===== config.mk =====
export PLATFORM = sky130hd
export DESIGN_NAME = pecc_top
export DESIGN_NICKNAME = d
export VERILOG_FILES = /design/src/hw/pecc_pkg.sv /design/src/hw/pecc_sync_if.sv /design/src/hw/pecc_fall_det.sv /design/src/hw/pecc_sync.sv /design/src/hw/pecc_top.sv
export SDC_FILE = /design/constraint.sdc
export NUM_CORES = 1
export LEC_CHECK = 0
export ABC_AREA = 1
export BUFFER_PORTS_ARGS = -buffer_cell sky130_fd_sc_hd__buf_2
export CELL_PAD_IN_SITES_DETAIL_PLACEMENT = 0
export CELL_PAD_IN_SITES_GLOBAL_PLACEMENT = 2
export CORE_MARGIN = 8
export CORE_UTILIZATION = 33
export CTS_BUF_LIST = sky130_fd_sc_hd__clkbuf_8
export CTS_CLUSTER_DIAMETER = 80
export CTS_CLUSTER_SIZE = 14
export DETAILED_ROUTE_END_ITERATION = 8
export PLACE_DENSITY_LB_ADDON = 0.1
export SLEW_MARGIN = 20
export SYNTH_ARGS = -nofsm -noshare
export SYNTH_HDL_FRONTEND = slang
export SYNTH_SLANG_ARGS = --single-unit

===== constraint.sdc =====
create_clock -name clk_in -period 1.5 [get_ports clk_in]
set_input_delay 0.075 -clock clk_in [delete_from_list [all_inputs] [get_ports clk_in]]
set_output_delay 0.075 -clock clk_in [all_outputs]
set_load 0.02 [all_outputs]

===== src/hw/pecc_pkg.sv =====
// constants and register layout for the power event and clock control block
// ****************************************************************
// Notes on behaviour
// ****************************************************************
// ****************************************************************
package pecc_pkg;
    localparam logic [3:0]  STATUS_OFS       = 4'h0;
    localparam logic [3:0]  CLKCTL_OFS       = 4'h8;
    localparam int          STATUS_W         = 27;
    localparam int          CLKCTL_W         = 16;
    localparam int          EVT_N            = 11;
    localparam int          SWRST_BIT        = 26;
    localparam int          IEN_LO           = 11;
    localparam int          IEN_N            = 5;
    localparam int          USB_EN_BIT       = 15;
    localparam int          LCD_EN_BIT       = 14;
    localparam int          LCD_SEL_BIT      = 13;
    localparam int          MUTE_CTRL_BIT    = 7;
    localparam int          IMM_UPD_BIT      = 6;
    localparam int          FREQ_W           = 6;
    localparam logic [15:0] CLKCTL_RST       = 16'h002F;
    localparam logic [15:0] CLKCTL_WMASK     = 16'hE0FF;
    // event flag positions
    localparam int          EV_POR           = 0;
    localparam int          EV_DEEP          = 1;
    localparam int          EV_USB_UNLOCK    = 2;
    localparam int          EV_CPU_UNLOCK    = 3;
    localparam int          EV_WAKE_KEY      = 4;
    localparam int          EV_RING          = 5;
    localparam int          EV_ALARM         = 6;
    localparam int          EV_PFAIL         = 7;
    localparam int          EV_WARM          = 8;
    localparam int          EV_WDT           = 9;
    localparam int          EV_SYNC          = 10;
    // software warm reset pulse length
    localparam int          SWRST_NS         = 100;
    localparam int          CLK_NS           = 10;
    localparam int          SWRST_CYC        = (SWRST_NS + CLK_NS - 1) / CLK_NS;
endpackage


===== src/hw/pecc_sync_if.sv =====
// bundle of synchronised event levels passed to the top
`timescale 1ns/1ps
interface pecc_sync_if;
    logic [7:0] lvl;
    modport src (output lvl);
    modport dst (input  lvl);
endinterface


===== src/hw/pecc_fall_det.sv =====
// falling and rising edge detector on synchronised levels
`timescale 1ns/1ps
module pecc_fall_det (
    input  wire logic       clk_in,
    input  wire logic       rst_b_in,
    pecc_sync_if.dst        lvl_in,
    output logic      [7:0] fall_out,
    output logic      [7:0] rise_out
);
    logic [7:0] prev_r;

    always_ff @(posedge clk_in or negedge rst_b_in) begin
        if (!rst_b_in) begin
            prev_r <= 8'hFF;
        end else begin
            prev_r <= lvl_in.lvl;
        end
    end

    assign fall_out = prev_r & ~lvl_in.lvl;
    assign rise_out = ~prev_r & lvl_in.lvl;
endmodule


===== src/hw/pecc_sync.sv =====
// two flip-flop synchroniser bank for asynchronous pins
`timescale 1ns/1ps
module pecc_sync (
    input  wire logic       clk_in,
    input  wire logic       rst_b_in,
    input  wire logic [7:0] async_in,
    pecc_sync_if.src        sync_out
);
    logic [7:0] meta_r;
    logic [7:0] stab_r;

    genvar g;
    generate
        for (g = 0; g < 8; g++) begin : g_bit
            always_ff @(posedge clk_in or negedge rst_b_in) begin
                if (!rst_b_in) begin
                    meta_r[g] <= 1'b1;
                    stab_r[g] <= 1'b1;
                end else begin
                    meta_r[g] <= async_in[g];
                    stab_r[g] <= meta_r[g];
                end
            end
        end
    endgenerate

    assign sync_out.lvl = stab_r;
endmodule


===== src/hw/pecc_top.sv =====
// power event status and clock control register block
`timescale 1ns/1ps
module pecc_top (
    input  wire logic        clk_in,
    input  wire logic        rst_b_in,
    input  wire logic        reg_sel_in,
    input  wire logic        reg_wr_in,
    input  wire logic [3:0]  reg_addr_in,
    input  wire logic [31:0] reg_wdata_in,
    output logic      [31:0] reg_rdata_out,
    input  wire logic        sync_request_pin_in,
    input  wire logic        battery_ok_input_in,
    input  wire logic        ring_indicator_n_in,
    input  wire logic        wake_key_n_in,
    input  wire logic        alarm_in,
    input  wire logic        external_reset_pin_n_in,
    input  wire logic        wdt_reset_in,
    input  wire logic        cpu_pll_lock_in,
    input  wire logic        usb_pll_lock_in,
    input  wire logic        deep_sleep_entry_in,
    output logic      [5:0]  cpu_pll_freq_out,
    output logic             usb_clock_en_out,
    output logic             lcd_clock_en_out,
    output logic             lcd_clock_sel_out,
    output logic             cpu_clock_mute_out,
    output logic             sw_reset_out,
    output logic             irq_out
);
    // ****************************************************************
    // pin synchronisation
    // ****************************************************************
    pecc_sync_if sync_bus ();
    logic [7:0] fall_w;
    logic [7:0] rise_w;

    pecc_sync u_sync (
        .clk_in   (clk_in),
        .rst_b_in (rst_b_in),
        // lowest slot is spare, tied to its idle level
        .async_in ({deep_sleep_entry_in, wdt_reset_in, alarm_in, usb_pll_lock_in,
                    cpu_pll_lock_in, sync_request_pin_in, battery_ok_input_in,
                    1'b1}),
        .sync_out (sync_bus)
    );

    pecc_fall_det u_edge (
        .clk_in   (clk_in),
        .rst_b_in (rst_b_in),
        .lvl_in   (sync_bus),
        .fall_out (fall_w),
        .rise_out (rise_w)
    );

    // ring, wake key and external reset get their own two-stage chain
    logic [2:0] aux_meta_r;
    logic [2:0] aux_stab_r;
    logic [2:0] aux_prev_r;
    always_ff @(posedge clk_in or negedge rst_b_in) begin
        if (!rst_b_in) begin
            aux_meta_r <= 3'h7;
            aux_stab_r <= 3'h7;
            aux_prev_r <= 3'h7;
        end else begin
            aux_meta_r <= {external_reset_pin_n_in, wake_key_n_in, ring_indicator_n_in};
            aux_stab_r <= aux_meta_r;
            aux_prev_r <= aux_stab_r;
        end
    end
    logic [2:0] aux_fall_w;
    assign aux_fall_w = aux_prev_r & ~aux_stab_r;

    // ****************************************************************
    // register access decode
    // ****************************************************************
    logic wr_status_w;
    logic wr_clkctl_w;
    assign wr_status_w = reg_sel_in & reg_wr_in & (reg_addr_in == pecc_pkg::STATUS_OFS);
    assign wr_clkctl_w = reg_sel_in & reg_wr_in & (reg_addr_in == pecc_pkg::CLKCTL_OFS);

    // ****************************************************************
    // software warm reset pulse
    // ****************************************************************
    logic [3:0] swrst_cnt_r;
    logic       swrst_req_w;
    assign swrst_req_w = wr_status_w & reg_wdata_in[pecc_pkg::SWRST_BIT];
    always_ff @(posedge clk_in or negedge rst_b_in) begin
        if (!rst_b_in) begin
            swrst_cnt_r <= 4'h0;
        end else if (swrst_req_w) begin
            swrst_cnt_r <= 4'(pecc_pkg::SWRST_CYC);
        end else if (swrst_cnt_r != 4'h0) begin
            swrst_cnt_r <= swrst_cnt_r - 4'h1;
        end
    end
    assign sw_reset_out = (swrst_cnt_r != 4'h0);

    // ****************************************************************
    // sticky event flags
    // ****************************************************************
    logic [10:0] evt_set_w;
    logic [10:0] evt_clr_w;
    logic [10:0] evt_r;
    logic [10:0] evt_nxt;
    logic        por_seen_r;
    logic        imm_write_w;

    assign evt_set_w[pecc_pkg::EV_POR]        = ~por_seen_r;
    assign evt_set_w[pecc_pkg::EV_DEEP]       = rise_w[7];
    assign evt_set_w[pecc_pkg::EV_USB_UNLOCK] = fall_w[4];
    assign evt_set_w[pecc_pkg::EV_CPU_UNLOCK] = fall_w[3] | imm_write_w;
    assign evt_set_w[pecc_pkg::EV_WAKE_KEY]   = aux_fall_w[1];
    assign evt_set_w[pecc_pkg::EV_RING]       = aux_fall_w[0];
    assign evt_set_w[pecc_pkg::EV_ALARM]      = rise_w[5];
    assign evt_set_w[pecc_pkg::EV_PFAIL]      = fall_w[1];
    assign evt_set_w[pecc_pkg::EV_WARM]       = aux_fall_w[2] | swrst_req_w | rise_w[6];
    assign evt_set_w[pecc_pkg::EV_WDT]        = rise_w[6];
    assign evt_set_w[pecc_pkg::EV_SYNC]       = rise_w[2];

    assign evt_clr_w = wr_status_w ? reg_wdata_in[10:0] : 11'h000;
    assign evt_nxt   = (evt_r & ~evt_clr_w) | evt_set_w;

    always_ff @(posedge clk_in or negedge rst_b_in) begin
        if (!rst_b_in) begin
            evt_r      <= 11'h000;
            por_seen_r <= 1'b0;
        end else begin
            evt_r      <= evt_nxt;
            por_seen_r <= 1'b1;
        end
    end

    // ****************************************************************
    // interrupt enables and interrupt
    // ****************************************************************
    logic [4:0] ien_r;
    always_ff @(posedge clk_in or negedge rst_b_in) begin
        if (!rst_b_in) begin
            ien_r <= 5'h00;
        end else if (wr_status_w) begin
            ien_r <= reg_wdata_in[15:11];
        end
    end

    // enable order high to low: sync, pfail, alarm, ring, on key
    logic [4:0] irq_src_w;
    assign irq_src_w = {evt_r[pecc_pkg::EV_SYNC], evt_r[pecc_pkg::EV_PFAIL], evt_r[pecc_pkg::EV_ALARM],
                        evt_r[pecc_pkg::EV_RING], evt_r[pecc_pkg::EV_WAKE_KEY]};
    logic irq_r;
    always_ff @(posedge clk_in or negedge rst_b_in) begin
        if (!rst_b_in) begin
            irq_r <= 1'b0;
        end else begin
            irq_r <= |(irq_src_w & ien_r);
        end
    end
    assign irq_out = irq_r;

    // ****************************************************************
    // clock control
    // ****************************************************************
    logic [15:0] clkctl_r;
    logic [5:0]  freq_hold_r;
    logic        deep_entry_w;
    assign deep_entry_w = rise_w[7];
    assign imm_write_w  = wr_clkctl_w & clkctl_r[pecc_pkg::IMM_UPD_BIT];

    always_ff @(posedge clk_in or negedge rst_b_in) begin
        if (!rst_b_in) begin
            clkctl_r    <= pecc_pkg::CLKCTL_RST;
            freq_hold_r <= pecc_pkg::CLKCTL_RST[5:0];
        end else if (wr_clkctl_w) begin
            clkctl_r[15:6] <= reg_wdata_in[15:6] & pecc_pkg::CLKCTL_WMASK[15:6];
            if (clkctl_r[pecc_pkg::IMM_UPD_BIT]) begin
                clkctl_r[5:0]  <= reg_wdata_in[5:0];
                freq_hold_r    <= reg_wdata_in[5:0];
            end else begin
                freq_hold_r    <= reg_wdata_in[5:0];
            end
        end else if (deep_entry_w) begin
            clkctl_r[5:0] <= freq_hold_r;
        end
    end

    // codes outside 0x0C..0x1E and 0x25..0x3E are passed through untouched
    assign cpu_pll_freq_out  = clkctl_r[5:0];
    assign usb_clock_en_out  = clkctl_r[pecc_pkg::USB_EN_BIT];
    assign lcd_clock_en_out  = clkctl_r[pecc_pkg::LCD_EN_BIT];
    assign lcd_clock_sel_out = clkctl_r[pecc_pkg::LCD_SEL_BIT];

    // mute starts the cycle after an immediate write, before lock drops
    logic mute_r;
    always_ff @(posedge clk_in or negedge rst_b_in) begin
        if (!rst_b_in) begin
            mute_r <= 1'b1;
        end else if (!por_seen_r) begin
            mute_r <= 1'b1;
        end else if (clkctl_r[pecc_pkg::MUTE_CTRL_BIT]) begin
            mute_r <= 1'b0;
        end else begin
            mute_r <= imm_write_w | ~sync_bus.lvl[3];
        end
    end
    assign cpu_clock_mute_out = mute_r;

    // ****************************************************************
    // read back
    // ****************************************************************
    logic [31:0] status_rd_w;
    assign status_rd_w = {16'h0000, ien_r, evt_r};
    always_ff @(posedge clk_in or negedge rst_b_in) begin
        if (!rst_b_in) begin
            reg_rdata_out <= 32'h0000_0000;
        end else if (reg_sel_in & ~reg_wr_in) begin
            case (reg_addr_in)
                pecc_pkg::STATUS_OFS: reg_rdata_out <= status_rd_w;
                pecc_pkg::CLKCTL_OFS: reg_rdata_out <= {16'h0000, clkctl_r};
                default:              reg_rdata_out <= 32'h0000_0000;
            endcase
        end
    end
endmodule


==> implementation parameters <==
Parameter                              Value

Drt
  Total number of vias    2432
  Final routed wire length divided by cell count    14.2 um
  DRT Wirelength    8120 um
  Drc violations    0
  DRC marker count from the first detailed-route iteration    101
  Via-per-instance ratio    4.25
  Drt pass-1 iters    6
  Antenna-violating nets left    0

Clock tree
  TritonCTS clock tree    built
  Clock Sinks    86
  CTS buffer count    9
  Number of buffers on the longest clock path    2
  Clock slew at reported path FFs    80 ps
  H-tree Lvls    3
  Skew-Pair Late Insertion Delay    360 ps
  Clock tree root buffer cell    sky130_fd_sc_hd__clkbuf_8

Yosys
  Sequential-to-total area share from yosys stat    63.3%
  Synthesized instance count    338
  Post-synthesis instance area    3480 um2
  Warnings from Yosys    0
  #FFs+latches synth    86
  Cell variety after synth    32
  Post-synthesis area per instance    10.3 um2

Placed design
  Hpwl dp    5940 um
  Count of port buffers added during placement    62
  Final weighted congestion in routability-driven placement    0.747

Critical path
  CP bufs+invs    2
  Critical path data required time    1420 ps
  Max FO, Critical Path    5
  Kind of capture point of the worst setup path    primary output
  Max stage delay on crit path    390 ps
  Type of the worst setup path    reg2out
  Family with the most delay on the worst path    flip-flops
  Cell at the slowest stage of the critical path    sky130_fd_sc_hd__dfrtp_1
  Data arrival time of the critical path    1310 ps
  Launching element type of the critical path    flop
  Cells along the critical path    inv_1 > ha_1 > nand2_2 > buf_2

Floorplan
  DIE WIDTH    119 um
  Die height    119 um
  Area inside the core boundary    10300 um2
  Ports placed on the boundary    94
  Initial standard-cell utilization of the core    33.8%
  # rows    37
  Die area    14100 um2

Min path
  Hold Crit Class    in2reg

GRT
  Pin count of the biggest net entering global routing    40
  Via count of the first global-routing pass    2567
  First-pass GRT wire length    13600 um
  Total congestion overflow after global routing    0
  Global routing usage summed across all routing layers    12.2%
  Antenna violations before repair    0

Power and ir drop
  Tot Pwr    5500 uW
  Standby leakage power    0.00209 uW
  P per Cell Area    1270 nW/um2
  Peak VDD IR    0.746 mV

Final layout
  Area used by multi-input combinational logic    1010 um2
  Count of fill cells added during filler insertion    1080
  Ant diodes    0
  Final nets    483
  Synthesis-to-layout area growth    25.0%
  Fraction of layout cells with a size suffix above 1    32.6%
  Flip-flop and latch area    2200 um2

Timing
  Unrepaired setup endpoints after global routing    false
  Worst slack on hold paths    31.8 ps
  Worst setup skew after layout    12.6 ps
  Final Max Slew Viols    0
  Final number of setup-violating endpoints    0
  Clock period minus worst slack    1390 ps
  Highest Clock Rate    0.720 GHz
  Setup total negative slack    0 ps
  Number of endpoints with negative hold slack in the final report    0
  Final worst-path cycle share    92.6%

Outcome
  Result of the run    completed

Job
  Max-cap check violation count    0
registers in the layout, indices dropped and copies added, names as in the netlist, 3 cells and up:
signal               flops
reg_rdata_out           16
clkctl_r                11
evt_r                   11
u_edge.prev_r            7
u_sync.meta_r            7
u_sync.sync_out.lvl      7
freq_hold_r              6
ien_r                    5
swrst_cnt_r              4
aux_meta_r               3
aux_prev_r               3
aux_stab_r               3
layer usage:
layer  share of wire, %  wire length (um)  vias up  track usage (%)
li1                   -                 -     1236                -
met1                 49              4010     1123             16.9
met2                 44              3560       58             17.4
met3                4.2               337       15             2.71
met4                2.5               207        0             6.32
met5                  0                 0        -                0
repair_timing:
item | CTS | global route
hold buffers | 26 | 0
gates resized for setup | 0 | 1
endpoints found under the hold margin | 63 | 0
setup endpoints to repair | 0 | 1
buffers inserted | 0 | 0
cell type report:
class,count,area share [%]
flip-flops and latches,86,50.7
multi-input cells,211,23.2
repair buffers,98,15.2
well taps,136,3.91
clock buffers,11,3.48
inverters,25,2.22
clock inverters,5,1.32
Yosys cell counts:
cell,count,share of area (%)
sky130_fd_sc_hd__nand2_1,96,10
sky130_fd_sc_hd__dfrtp_1,45,32
sky130_fd_sc_hd__dfstp_2,41,31
sky130_fd_sc_hd__nand3_1,30,4.3
sky130_fd_sc_hd__buf_4,24,5.2
sky130_fd_sc_hd__inv_1,21,2.3
sky130_fd_sc_hd__nor2_1,17,1.8
sky130_fd_sc_hd__o21ai_0,12,1.7
sky130_fd_sc_hd__a31oi_1,11,2.0
sky130_fd_sc_hd__nand4_1,6,1.1
sky130_fd_sc_hd__buf_2,5,0.72
sky130_fd_sc_hd__inv_2,3,0.32
sky130_fd_sc_hd__o21ai_1,3,0.43
sky130_fd_sc_hd__buf_6,2,0.65
sky130_fd_sc_hd__conb_1,2,0.22
sky130_fd_sc_hd__ha_1,2,0.72
sky130_fd_sc_hd__nor2_2,2,0.36
sky130_fd_sc_hd__o211ai_1,2,0.43
sky130_fd_sc_hd__a21oi_1,1,0.14
sky130_fd_sc_hd__inv_4,1,0.18
sky130_fd_sc_hd__nand2_2,1,0.18
sky130_fd_sc_hd__nand3_2,1,0.29
sky130_fd_sc_hd__nand3_4,1,0.50
sky130_fd_sc_hd__nand4_4,1,0.61
sky130_fd_sc_hd__nor2_4,1,0.32
sky130_fd_sc_hd__nor2_8,1,0.58
sky130_fd_sc_hd__nor3_1,1,0.14
sky130_fd_sc_hd__nor3b_1,1,0.22
sky130_fd_sc_hd__o22ai_1,1,0.18
sky130_fd_sc_hd__o31ai_1,1,0.22
sky130_fd_sc_hd__xnor2_1,1,0.25
sky130_fd_sc_hd__xor2_1,1,0.25
report_power, final:
group	internal, uW	switching [uW]	total [uW]
Sequential	2660	160	2820
Combinational	393	608	1000
Clock	857	823	1680
worst min-delay path: cells and delay by family:
| kind | cells | cell delay, ps |
|---|---|---|
| AND/OR/NAND/NOR | 2 | 100 |
| buffers and inverters | 1 | 100 |
| AO/OA/AOI/OAI | 1 | 60 |
per-stage QoR:
stage | utilization, % | worst slack (ps) | cell area [um2] | instances
floorplan | - | 343 | 3530 | 353
global placement | 37.7 | 237 | 3880 | 530
finish | 42.3 | 111 | 4350 | 572
CTS | 42.3 | 37.9 | 4350 | 572
detailed placement | 37.7 | 215 | 3880 | 530
global route | 42.3 | 26.3 | 4350 | 572
placed cells by master (no fill, tap or decap), drive strengths merged, types with 15 or more instances in the layout:
cell	synthesis	final
inv	25	25
nand3	32	32
conb	2	17
dlygate4sd3	0	26
buf	31	72
o21ai	15	15
dfrtp	45	45
nor2	21	21
nand2	97	97
dfstp	41	41
cell families after synthesis:
group	Yosys count	share of synthesized area, %
compound gates	31	5.11
xor+xnor	2	0.504
fa+ha+maj	2	0.719
buf+inv	56	9.32
flops	86	63.3
other cells	2	0.216
simple gates	159	20.8
path summary, 6_finish.rpt:
kind	from	endpoint	slack, ps	cells past startpoint
max	swrst_cnt_r[0]	sw_reset_out	110	4
min	reg_wdata_in[4]	evt_r[4]	30	4
max reg2reg	u_sync.sync_out.lvl[7]	clkctl_r[1]	240	6
min reg2reg	u_sync.meta_r[5]	u_sync.sync_out.lvl[5]	360	0
max in group asynchronous	rst_b_in	u_sync.sync_out.lvl[3]	640	3
min in group asynchronous	rst_b_in	ien_r[4]	200	2
No activity file was read; power rests on OpenSTA's default activity.
